### config.mk
export PLATFORM = sky130hd
export DESIGN_NAME = fsk_seq
export DESIGN_NICKNAME = d
export VERILOG_FILES = /design/src/design/fsk_pkg.sv /design/src/design/fsk_clk_div.sv /design/src/design/fsk_seq.sv
export SDC_FILE = /design/constraint.sdc
export NUM_CORES = 1
export LEC_CHECK = 0
export ABC_CLOCK_PERIOD_IN_PS = 3500
export BUFFER_PORTS_ARGS = -buffer_cell sky130_fd_sc_hd__buf_2
export CAP_MARGIN = 20
export CORE_MARGIN = 1
export CORE_UTILIZATION = 50
export CTS_CLUSTER_SIZE = 40
export DETAILED_ROUTE_END_ITERATION = 6
export HOLD_SLACK_MARGIN = 0.1
export PLACE_DENSITY = 0.77
export RECOVER_POWER = 100
export SLEW_MARGIN = 40
export SYNTH_ARGS = -nofsm -noshare
export SYNTH_HDL_FRONTEND = slang
export SYNTH_HIERARCHICAL = 1
export SYNTH_SLANG_ARGS = --single-unit
### constraint.sdc
create_clock -name core_clk_in -period 3.5 [get_ports core_clk_in]
set_input_delay 0.7 -clock core_clk_in [delete_from_list [all_inputs] [get_ports core_clk_in]]
set_output_delay 0.7 -clock core_clk_in [all_outputs]
set_load 0.05 [all_outputs]
### src/design/fsk_pkg.sv
// Package with constants and types for the FSK mode sequencer and line coder.
package fsk_pkg;
   // ---------------------------------------------------------------
   // Field widths and limits
   // ---------------------------------------------------------------
   localparam int REFDIV_W = 6;
   localparam int CLKSEL_W = 3;
   localparam int MODCUR_W = 5;
   localparam int ATTEN_W = 4;
   localparam int FILT_W = 3;
   localparam logic [REFDIV_W-1:0] REFDIV_MIN = 6'h01;
   localparam logic [CLKSEL_W-1:0] CLKSEL_TOP = 3'h7;
   localparam int PRESCALE_W = 14;
   localparam int DIVCNT_W = REFDIV_W + PRESCALE_W;
   localparam logic [DIVCNT_W-1:0] DIVCNT_ONE = 20'h00001;
   localparam logic [DIVCNT_W-1:0] DIVCNT_ZERO = 20'h00000;
   localparam logic [FILT_W-1:0] FILT_OFF = 3'h0;
   // ---------------------------------------------------------------
   // Main mode encodings
   // ---------------------------------------------------------------
   localparam logic [1:0] MODE_POWER_DOWN = 2'h0;
   localparam logic [1:0] MODE_STANDBY = 2'h1;
   localparam logic [1:0] MODE_RECEIVE = 2'h2;
   localparam logic [1:0] MODE_TRANSMIT = 2'h3;
   // ---------------------------------------------------------------
   // Line coding
   // ---------------------------------------------------------------
   localparam logic [1:0] CODE_NONE = 2'h0;
   localparam logic [1:0] CODE_MANCH = 2'h1;
   localparam logic [1:0] CODE_THREE_TO_FOUR_BIT_CODE = 2'h2;
   localparam logic [1:0] MANCH_ZERO = 2'h2;
   localparam logic [1:0] MANCH_ONE = 2'h1;
   localparam logic [3:0] W000_A = 4'hB;
   localparam logic [3:0] W000_B = 4'h4;
   localparam logic [3:0] W111_A = 4'hD;
   localparam logic [3:0] W111_B = 4'h2;
   localparam logic [3:0] W001 = 4'hC;
   localparam logic [3:0] W010 = 4'h3;
   localparam logic [3:0] W011 = 4'hA;
   localparam logic [3:0] W100 = 4'h5;
   localparam logic [3:0] W101 = 4'h9;
   localparam logic [3:0] W110 = 4'h6;
   localparam logic [4:0] PREAMBLE_BITS = 5'h18;
   localparam logic [2:0] CNT_ZERO = 3'h0;
   localparam logic [2:0] CNT_ONE = 3'h1;
   localparam logic [2:0] LEN_PASS = 3'h1;
   localparam logic [2:0] LEN_MANCH = 3'h2;
   localparam logic [2:0] LEN_WORD = 3'h4;
   localparam logic [1:0] GRP_LAST = 2'h2;
   localparam logic [2:0] PA_OFF = 3'h0;

   typedef struct packed {
      logic [REFDIV_W-1:0] ref_divider;
      logic [CLKSEL_W-1:0] modulator_clock_select;
      logic [MODCUR_W-1:0] mod_current;
      logic [ATTEN_W-1:0] mod_atten;
      logic [FILT_W-1:0] mod_filter;
   } fsk_mod_cfg_t;

   typedef enum logic [3:0] {
      ST_POWER_DOWN = 4'h1,
      ST_STANDBY = 4'h2,
      ST_RECEIVE = 4'h4,
      ST_TRANSMIT = 4'h8
   } fsk_state_t;
endpackage : fsk_pkg

### src/design/fsk_clk_div.sv
// Modulator clock divider: crystal divided by ref_divider times 2^(7-select).
`timescale 1ns/1ns
`default_nettype none
module fsk_clk_div
   import fsk_pkg::*;
(
   input wire logic core_clk_in,
   input wire logic rst_n_in,
   input wire logic ce_in,
   input wire logic run_in,
   input wire logic [REFDIV_W-1:0] ref_divider_in,
   input wire logic [CLKSEL_W-1:0] clk_select_in,
   output logic tick_out
);
   logic [DIVCNT_W-1:0] cnt_q;
   logic [DIVCNT_W-1:0] cnt_d;
   logic [DIVCNT_W-1:0] period;
   logic tick_d;
   logic tick_q;
   logic [REFDIV_W-1:0] rdiv;

   always_comb begin
      rdiv = (ref_divider_in < REFDIV_MIN) ? REFDIV_MIN : ref_divider_in;
      period = DIVCNT_W'(rdiv) << (CLKSEL_TOP - clk_select_in);
      tick_d = 1'b0;
      cnt_d = cnt_q;
      if (!run_in) begin
         cnt_d = DIVCNT_ZERO;
      end else if (cnt_q >= period - DIVCNT_ONE) begin
         cnt_d = DIVCNT_ZERO;
         tick_d = 1'b1;
      end else begin
         cnt_d = cnt_q + DIVCNT_ONE;
      end
   end

   always_ff @(posedge core_clk_in) begin
      if (!rst_n_in) begin
         cnt_q <= DIVCNT_ZERO;
         tick_q <= 1'b0;
      end else if (ce_in) begin
         cnt_q <= cnt_d;
         tick_q <= tick_d;
      end
   end
   assign tick_out = tick_q;
endmodule : fsk_clk_div
`default_nettype wire

### src/design/fsk_seq.sv
// Mode sequencer, modulator control and DC balanced line coder.
// Functional notes
// - Modulator clock equals crystal over ref divider times two to seven minus select.
// - Ref divider 1 to 63, select 0-7, current 0-31, attenuator 0-15.
// - Filter field zero disables filtering, seven gives most filtering.
// - Two-bit mode selects power-down, standby, receive or transmit.
// - Modulator held off while data pin floats in transmit when vco_mod_sel_in is set.
`timescale 1ns/1ns
`default_nettype none
module fsk_seq
   import fsk_pkg::*;
(
   input wire logic core_clk_in,
   input wire logic rst_n_in,
   input wire logic ce_in,
   input wire logic [1:0] main_mode_in,
   input wire logic [2:0] pa_level_in,
   input wire logic xtal_settled_in,
   input wire logic synth_lock_indication_in,
   input wire fsk_mod_cfg_t mod_cfg_in,
   input wire logic vco_mod_sel_in,
   input wire logic tx_data_pin_driven_in,
   input wire logic tx_data_pin_level_in,
   input wire logic [1:0] code_sel_in,
   input wire logic msg_start_in,
   input wire logic msg_bit_valid_in,
   input wire logic msg_bit_in,
   output logic msg_bit_ready_out,
   output logic line_bit_out,
   output logic line_bit_valid_out,
   output logic [3:0] state_out,
   output logic osc_on_out,
   output logic rx_on_out,
   output logic tx_on_out,
   output logic pa_on_out,
   output logic modulator_en_out,
   output logic mod_clk_tick_out,
   output logic [MODCUR_W-1:0] mod_current_out,
   output logic [ATTEN_W-1:0] mod_atten_out,
   output logic [FILT_W-1:0] mod_filter_out,
   output logic filter_en_out,
   output logic lock_out
);
   // ---------------------------------------------------------------
   // Pin synchronisers
   // ---------------------------------------------------------------
   logic [1:0] drv_s_q;
   logic [1:0] lvl_s_q;
   logic [1:0] lock_s_q;
   logic [1:0] xtal_s_q;
   logic pin_driven;
   logic pin_level;
   logic lock_sync;
   logic xtal_ok;

   always_ff @(posedge core_clk_in) begin
      if (!rst_n_in) begin
         drv_s_q <= 2'h0;
         lvl_s_q <= 2'h0;
         lock_s_q <= 2'h0;
         xtal_s_q <= 2'h0;
      end else if (ce_in) begin
         drv_s_q <= {drv_s_q[0], tx_data_pin_driven_in};
         lvl_s_q <= {lvl_s_q[0], tx_data_pin_level_in};
         lock_s_q <= {lock_s_q[0], synth_lock_indication_in};
         xtal_s_q <= {xtal_s_q[0], xtal_settled_in};
      end
   end
   assign pin_driven = drv_s_q[1];
   assign pin_level = lvl_s_q[1];
   assign lock_sync = lock_s_q[1];
   assign xtal_ok = xtal_s_q[1];

   // ---------------------------------------------------------------
   // Mode state machine
   // ---------------------------------------------------------------
   fsk_state_t state_q;
   fsk_state_t state_d;

   function automatic fsk_state_t mode_state(input logic [1:0] m);
      unique case (m)
         MODE_POWER_DOWN: mode_state = ST_POWER_DOWN;
         MODE_STANDBY: mode_state = ST_STANDBY;
         MODE_RECEIVE: mode_state = ST_RECEIVE;
         MODE_TRANSMIT: mode_state = ST_TRANSMIT;
      endcase
   endfunction : mode_state

   always_comb begin
      state_d = mode_state(main_mode_in);
      // Radio modes from power-down stay in standby until the crystal has settled.
      if (state_q == ST_POWER_DOWN && (state_d == ST_RECEIVE || state_d == ST_TRANSMIT)) begin
         state_d = ST_STANDBY;
      end else if (state_q == ST_STANDBY && !xtal_ok && (state_d == ST_RECEIVE || state_d == ST_TRANSMIT)) begin
         state_d = ST_STANDBY;
      end
   end

   // ---------------------------------------------------------------
   // Mode outputs and modulator control
   // ---------------------------------------------------------------
   logic osc_d;
   logic rx_d;
   logic tx_d;
   logic pa_d;
   logic mod_en_d;
   logic filt_en_d;
   logic osc_q;
   logic rx_q;
   logic tx_q;
   logic pa_q;
   logic mod_en_q;
   logic filt_en_q;
   logic lock_q;
   fsk_mod_cfg_t cfg_q;

   always_comb begin
      osc_d = (state_d != ST_POWER_DOWN);
      rx_d = (state_d == ST_RECEIVE);
      tx_d = (state_d == ST_TRANSMIT);
      pa_d = tx_d && (pa_level_in != PA_OFF);
      mod_en_d = tx_d && (!vco_mod_sel_in || pin_driven);
      filt_en_d = (mod_cfg_in.mod_filter != FILT_OFF);
   end

   always_ff @(posedge core_clk_in) begin
      if (!rst_n_in) begin
         state_q <= ST_POWER_DOWN;
         osc_q <= 1'b0;
         rx_q <= 1'b0;
         tx_q <= 1'b0;
         pa_q <= 1'b0;
         mod_en_q <= 1'b0;
         filt_en_q <= 1'b0;
         lock_q <= 1'b0;
         cfg_q <= '0;
      end else if (ce_in) begin
         state_q <= state_d;
         osc_q <= osc_d;
         rx_q <= rx_d;
         tx_q <= tx_d;
         pa_q <= pa_d;
         mod_en_q <= mod_en_d;
         filt_en_q <= filt_en_d;
         lock_q <= lock_sync && (rx_d || tx_d);
         cfg_q <= mod_cfg_in;
      end
   end

   fsk_clk_div u_div (
      .core_clk_in(core_clk_in),
      .rst_n_in(rst_n_in),
      .ce_in(ce_in),
      .run_in(mod_en_q),
      .ref_divider_in(cfg_q.ref_divider),
      .clk_select_in(cfg_q.modulator_clock_select),
      .tick_out(mod_clk_tick_out)
   );

   // ---------------------------------------------------------------
   // Line coder
   // ---------------------------------------------------------------
   logic [3:0] sh_q;
   logic [3:0] sh_d;
   logic [2:0] left_q;
   logic [2:0] left_d;
   logic [2:0] grp_q;
   logic [2:0] grp_d;
   logic [1:0] gcnt_q;
   logic [1:0] gcnt_d;
   logic flag_a_q;
   logic flag_a_d;
   logic out_q;
   logic out_d;
   logic ov_q;
   logic ov_d;
   logic rdy_d;
   logic rdy_q;
   logic [2:0] g;

   always_comb begin
      sh_d = sh_q;
      left_d = left_q;
      grp_d = grp_q;
      gcnt_d = gcnt_q;
      flag_a_d = flag_a_q;
      out_d = out_q;
      ov_d = 1'b0;
      g = {grp_q[1:0], msg_bit_in};
      if (msg_start_in) begin
         flag_a_d = 1'b0;
         gcnt_d = 2'h0;
         left_d = CNT_ZERO;
      end else if (left_q != CNT_ZERO) begin
         out_d = sh_q[3];
         ov_d = 1'b1;
         sh_d = {sh_q[2:0], 1'b0};
         left_d = left_q - CNT_ONE;
      end else if (msg_bit_valid_in) begin
         unique case (code_sel_in)
            CODE_MANCH: begin
               sh_d = {(msg_bit_in ? MANCH_ONE : MANCH_ZERO), 2'h0};
               left_d = LEN_MANCH;
            end
            CODE_THREE_TO_FOUR_BIT_CODE: begin
               if (gcnt_q == GRP_LAST) begin
                  gcnt_d = 2'h0;
                  left_d = LEN_WORD;
                  unique case (g)
                     3'h0: sh_d = flag_a_q ? W000_B : W000_A;
                     3'h1: sh_d = W001;
                     3'h2: sh_d = W010;
                     3'h3: sh_d = W011;
                     3'h4: sh_d = W100;
                     3'h5: sh_d = W101;
                     3'h6: sh_d = W110;
                     3'h7: sh_d = flag_a_q ? W111_B : W111_A;
                  endcase
                  if (g == 3'h0 || g == 3'h7) begin
                     flag_a_d = !flag_a_q;
                  end
               end else begin
                  grp_d = g;
                  gcnt_d = gcnt_q + 2'h1;
               end
            end
            default: begin
               sh_d = {msg_bit_in, 3'h0};
               left_d = LEN_PASS;
            end
         endcase
      end
      rdy_d = !msg_start_in && (left_d == CNT_ZERO);
   end

   always_ff @(posedge core_clk_in) begin
      if (!rst_n_in) begin
         sh_q <= 4'h0;
         left_q <= CNT_ZERO;
         grp_q <= 3'h0;
         gcnt_q <= 2'h0;
         flag_a_q <= 1'b0;
         out_q <= 1'b0;
         ov_q <= 1'b0;
         rdy_q <= 1'b0;
      end else if (ce_in) begin
         sh_q <= sh_d;
         left_q <= left_d;
         grp_q <= grp_d;
         gcnt_q <= gcnt_d;
         flag_a_q <= flag_a_d;
         out_q <= out_d;
         ov_q <= ov_d;
         rdy_q <= rdy_d;
      end
   end

   assign msg_bit_ready_out = rdy_q;
   assign line_bit_out = out_q;
   assign line_bit_valid_out = ov_q;
   assign state_out = state_q;
   assign osc_on_out = osc_q;
   assign rx_on_out = rx_q;
   assign tx_on_out = tx_q;
   assign pa_on_out = pa_q;
   assign modulator_en_out = mod_en_q;
   assign mod_current_out = cfg_q.mod_current;
   assign mod_atten_out = cfg_q.mod_atten;
   assign mod_filter_out = cfg_q.mod_filter;
   assign filter_en_out = filt_en_q;
   assign lock_out = lock_q;
endmodule : fsk_seq
`default_nettype wire

# --- After elaboration in Yosys (flattened, before gate mapping) ---
# Cells that the tools add are included.
totals:
  elab_cells: 124
  register_bits: 74
  inputBits: 39
  out_inout_bits: 27
op_classes:
  muxes: 34
  reduce_logical: 31
  shift: 1
  n_lt_le_gt_ge: 2
  n_bitwise: 3
  eq_ne: 22
  n_addsub: 5
op_table:
  columns: ["operator", "count"]
  rows:
  - ["$mux 20", 2]
  - ["$pmux 4 s8", 1]
  - ["$mux 4", 7]
  - ["$add 20x1->20 const B", 1]
  - ["$ge 20x20->1", 1]
  - ["$shl 6x3->20", 1]
  - ["$sub 20x1->20 const B", 1]
  - ["$pmux 4 s4", 1]
  - ["$eq 3x3->1 const B", 4]
  - ["$mux 2", 6]
  - ["$mux 3", 4]
  - ["$reduce_and 6->1", 2]
  - ["$mux 1", 10]
  - ["$reduce_bool 2->1", 5]
  - ["$reduce_bool 3->1", 3]
  - ["$eq 2x2->1 const B", 4]
  - ["$eq 4x3->1 const B", 2]
  - ["$eq 4x4->1 const B", 2]
  - ["$pmux 4 s2", 1]
  - ["$reduce_and 4->1", 2]
  - ["$logic_and 1x1->1", 7]
  - ["$eq 3x2->1 const B", 2]
  - ["$logic_not 3->1", 2]
  - ["$lt 6x1->1 const B", 1]
  - ["17 further kinds", 26]

# --- Depth between registers and ports, before layout ---
depth:
  word_depth: 10
  ltp_mapped: 18
  depth_no_buf: 15

# --- Modules after synthesis ---
# The synthesis kept the hierarchy.
by_module_without_submodules:
  columns: ["module", "cells_per_inst", "area_per_inst_um2", "instances", "seq_area_each_um2"]
  rows:
  - ["fsk_seq", 268, 2417.3, 1, 1061.0]
  - ["fsk_clk_div", 291, 2293.4, 1, 420.4]

# --- Least setup slack after synthesis ---
# Ideal clock, no wire load.
synth_path:
  path_kind: "flip-flop to flip-flop"
  startpoint: "register cfg_q[12] (netlist name)"
  endpoint: "register u_div.cnt_q[0]"
  setup_time_ns: 0.058
  arrival_ns: 3.598
  path_stages_with_launch: 18
  required_ns: 3.442
  period_less_slack_ns: 3.656
  n_path_buf: 2
  slack_ns: -0.156
  path_cell_list: "dfxtp_1 -> buf_6 -> mux2_2 -> a31o_2 -> nand3_1 -> ha_1 -> nand4_1 -> nor2_1 -> and4bb_2 -> xor2_1 -> ha_1 -> nand4_1 -> nor3_1 -> o31ai_1 -> nand4_1 -> clkbuf_1 -> nor3_1 -> o21a_1"
synth_via:
  elab_chain_cells: 6
synth_rtl:
  columns: ["item", "line", "rtl"]
  rows:
  - ["start, declared", "fsk_seq.sv:115", "fsk_mod_cfg_t cfg_q;"]
  - ["start signal, assigned", "fsk_seq.sv:146", "cfg_q <= mod_cfg_in;"]
  - ["$sub 3x3->3", "fsk_clk_div.sv:24", "period = DIVCNT_W'(rdiv) << (CLKSEL_TOP - clk_select_in);"]
  - ["$shl 6x3->20", "fsk_clk_div.sv:24", null]
  - ["$sub 20x1->20", "fsk_clk_div.sv:29", "end else if (cnt_q >= period - DIVCNT_ONE) begin"]
  - ["$ge 20x20->1", "fsk_clk_div.sv:29", null]
  - ["$mux 20", "fsk_clk_div.sv:29", null]
  - ["$mux 20", "fsk_clk_div.sv:27", "if (!run_in) begin"]
  - ["end signal, assigned", "fsk_clk_div.sv:42", "cnt_q <= cnt_d;"]
  - ["end, declared", "fsk_clk_div.sv:15", "logic [DIVCNT_W-1:0] cnt_q;"]
# Every way passes these cells.
# A chain may end at the register's enable or synchronous reset.

# --- Final worst setup path ---
layout_path:
  startpoint: "register cfg_q[12] (netlist name)"
  endpoint: "register u_div.cnt_q[1]"
# Same word-level chain as after synthesis.

==> results_dict.tcl <==
set metrics [dict create \
    max_clock_freq_mhz 266 \
    crit_type "reg -> reg" \
    path_clk_slew_ns 0.09 \
    instance_count_along_the_most_critical_hold_path 2 \
    route.antenna.remaining_nets 0 \
    slew_violations 45 \
    clkPwrFrac 0.359 \
    postSynth.asyncResetShare 0 \
    max-clock-path-buffers 2 \
    cts_root_buffer "sky130_fd_sc_hd__clkbuf_8" \
    synth-simple-area-share 0.233 \
    largest_net_degree_at_the_start_of_global_routing 45 \
    yosysUniqueCellTypes 69 \
    synth.cell_area_mm2 0.00471 \
    cts_htree_levels 3 \
    vias_in_the_first_global_route 4398 \
    die_span_in_y_um 99.1 \
    drt_iter0_markers 263 \
    flop_pwr_share 0.411 \
    cts_tree "yes" \
    grt_usage 0.248 \
    die_width_um 99.1 \
    violations "capacitance limit, slew limit, setup timing" \
    post_synth_xor_area_fraction 0.0186 \
    power.switching_fraction 0.312 \
    startpoint_type "flip-flop" \
    power_switching_w 0.000682 \
    layout.cells.most_common_list "70 x sky130_fd_sc_hd__dfxtp_1, 60 x sky130_fd_sc_hd__buf_4, 53 x sky130_fd_sc_hd__nor2_1" \
    yosys_most_used_dff "sky130_fd_sc_hd__dfxtp_1" \
    setup.worst_path.start "cfg_q[12]" \
    placeableCoreArea_mm2 0.00920 \
    fill_count 769 \
    port_buffers 64 \
    route.detailed.wl_per_inst_um 15.6 \
    layout-drive-gt1-share 0.266 \
    critical_path_arrival_ns 4.08 \
    synth-adder-area-share 0.0691 \
    combPwrFrac 0.230 \
    regToRegSetupSlack_ns -0.27 \
    timing.clock.skew_ns 0.0142 \
    post_drt_via_cell_ratio 5.88 \
    worst_hold_path.endpoint "sh_q[3]" \
    synth_seq_area_share 0.314 \
    synth_compound_area_frac 0.199 \
    cts-buffers-inserted 9 \
    postSynthRegisterBits 74 \
    post_synth_main_area_contributors "sky130_fd_sc_hd__dfxtp_1 31%, sky130_fd_sc_hd__mux2i_1 7.6%, sky130_fd_sc_hd__ha_1 6.9%" \
    core.rowCount 35 \
    floorplan.die_area_mm2 0.00981 \
    layout_setup_ws_ns -0.266 \
    netlist.top_cell.by_area "sky130_fd_sc_hd__dfxtp_1" \
    critical_path.endpoint_type "flip-flop" \
    hold_path_startpoint "sh_q[3]" \
    worstHoldPathType "reg -> reg" \
    r2r_cells 18 \
    cts.sinks 74 \
    synth_mux_area_frac 0.0956 \
    max_slew_margin -0.275 \
    drc_errors 0 \
    grt_setup_unrepaired "yes" \
    finalHoldViolations 0 \
    worst_r2r_start "cfg_q[12]" \
    p_int_w 0.00150 \
    antenna_diode_count 0 \
    cap_viol_max_count 1 \
    io_pins 66 \
    synthesis.instances 559 \
    hold_buffers 0 \
    main_combinational_cell_family_by_area_after_synthesis "simple AND/OR/NAND/NOR gates" \
    synth-warning-count 6 \
    later_pin_clock_latency_in_the_skew_report_ns 0.37 \
    report.power.total_w 0.00218 \
    gp_routability_congestion 0.853 \
    1st_pass_router_iterations 4 \
    overflow 0 \
    final-setup-viol-count 21 \
    critPathRequiredTime_ns 3.81 \
    finalWorstPathRequiredPeriod_ns 3.77 \
    worst_ir_drop_vdd_v 0.000305 \
    wirelength_um 12100 \
    wire_length_of_the_first_global_routing_pass_um 19800 \
    layout-area-overhead-vs-synth_pct 24.4 \
    static-leakage-power_nw 2.36 \
    hpwlAfterDp_um 8310 \
    worstPathMaxFanout 6 \
    tightest_slew_ns 1.91 \
    layout_commonest_cell "sky130_fd_sc_hd__dfxtp_1" \
    initial_utilization 0.512 \
    final_nets 726 \
    r2r_end "u_div/cnt_q[1]" \
    synth_top_cell_area_share 0.314 \
    dpl_worst_slack_ns -0.368 \
    run_status "finished with violations" \
    num_vias 4566 \
    synth-edff-count 0 \
    p_per_area_mw_per_mm2 373 \
    synth.avg_cell_area_um2 8.43 \
    number_of_antenna_violations_at_the_first_check_in_global_routing 0 \
    timing.final.crit_share 1.08 \
]
## logic make-up (layout without fill, tap and decap cells)
| kind of cell | after synthesis | in the layout |
|---|---|---|
| compound gates | 137 | 137 |
| xor+xnor | 10 | 10 |
| fa+ha+maj | 26 | 26 |
| buf+inv | 63 | 167 |
| flops | 74 | 74 |
| mux | 42 | 42 |
| other cells | 1 | 4 |
| simple gates | 206 | 206 |
## cells in the mapped netlist (all sizes together) (4+ instances only)
cell and count:
dfxtp 74, nor2 56, a21oi 42, mux2i 36, nand2 34, ha 26
o21ai 26, buf 24, clkbuf 20, inv 18, nand3 18, nand4 16
nand2b 15, nor3 12, nand3b 9, a211oi 8, nor2b 8, a31o 7
o21a 7, or3 7, xnor2 6, a21o 5, and2 5, nand4b 5
nor3b 5, o2bb2ai 5, mux2 4, o31a 4, o31ai 4, xor2 4
## worst max-delay path by stage
stage	endpoint	cells after the start
floorplan	u_div/cnt_q[0]	17
global placement	u_div/cnt_q[4]	15
detailed placement	u_div/cnt_q[4]	15
CTS	u_div/cnt_q[4]	15
global route	u_div/cnt_q[13]	17
finish	u_div/cnt_q[1]	18
## worst max-delay path, stage by stage, from the launching register on
cell,delay (ns)
sky130_fd_sc_hd__dfxtp_4,0.40
sky130_fd_sc_hd__mux2_4,0.31
sky130_fd_sc_hd__a31o_4,0.23
sky130_fd_sc_hd__nand3_2,0.09
sky130_fd_sc_hd__ha_4,0.13
sky130_fd_sc_hd__nand4_1,0.19
sky130_fd_sc_hd__nor2_4,0.21
sky130_fd_sc_hd__and4bb_2,0.25
sky130_fd_sc_hd__xor2_1,0.15
sky130_fd_sc_hd__ha_1,0.25
sky130_fd_sc_hd__nand4_1,0.13
sky130_fd_sc_hd__nor2_2,0.07
sky130_fd_sc_hd__o31ai_2,0.31
sky130_fd_sc_hd__buf_4,0.17
sky130_fd_sc_hd__nand4_1,0.21
sky130_fd_sc_hd__buf_4,0.23
sky130_fd_sc_hd__buf_6,0.13
sky130_fd_sc_hd__o2bb2ai_2,0.13
sky130_fd_sc_hd__and2_1,0.12
## repair_timing
item / 4_1_cts / 5_1_grt
pin swaps: 23 / 18
resized for setup: 35 / 24
setup buffers: 9 / 5
gates cloned: 0 / 1
endpoints found under the setup margin: 20 / 21
## routing by layer
layer | routed length, um | part of all wire | global-route usage
met3 | 518 | 0.043 | 0.0504
met1 | 5280 | 0.44 | 0.299
met5 | 0 | 0 | 0
met4 | 194 | 0.016 | 0.0973
met2 | 6120 | 0.51 | 0.434
## flip-flops by register name, indices dropped and copies added, names as in the netlist, 2 cells and up
signal           cells
mod_atten_out        4
mod_current_out      5
mod_filter_out       3
sh_q                 4
xtal_s_q             2
grp_q                2
u_div/cnt_q         20
drv_s_q              2
state_out            4
lock_s_q             2
cfg_q                9
left_q               3
gcnt_q               2
## power groups by stage
stage / Clock [W] / Combinational (W) / Sequential, W
floorplan: 0 / 0.000310 / 0.000929
global placement: 0 / 0.000444 / 0.000911
detailed placement: 0 / 0.000457 / 0.000913
CTS: 0.000793 / 0.000483 / 0.000894
global route: 0.000833 / 0.000546 / 0.000901
finish: 0.000784 / 0.000502 / 0.000897
## area by class of cell
class | count | area (um2) | area share
Sequential cell | 74 | 1490 | 0.254
Timing Repair Buffer | 132 | 810 | 0.138
Multi-Input combinational cell | 425 | 3120 | 0.533
Clock buffer | 9 | 124 | 0.0211
Clock inverter | 7 | 105 | 0.0179
Inverter | 19 | 71.3 | 0.0122
Tap cell | 111 | 139 | 0.0237
## per-stage QoR
stage | hold slack, ns | instance area [um2] | utilization | cells | setup TNS (ns)
2_1_floorplan | 0.436 | 4730 | - | 562 | 0
3_3_place_gp | 0.453 | 5340 | 0.581 | 747 | -2.67
3_5_place_dp | 0.454 | 5340 | 0.581 | 747 | -4.74
4_1_cts | 0.473 | 5750 | 0.625 | 771 | -0.470
5_1_grt | 0.493 | 5860 | 0.637 | 777 | -7.47
6_report | 0.468 | 5860 | 0.637 | 777 | -3.46
No activity file was read; power rests on OpenSTA's default activity.
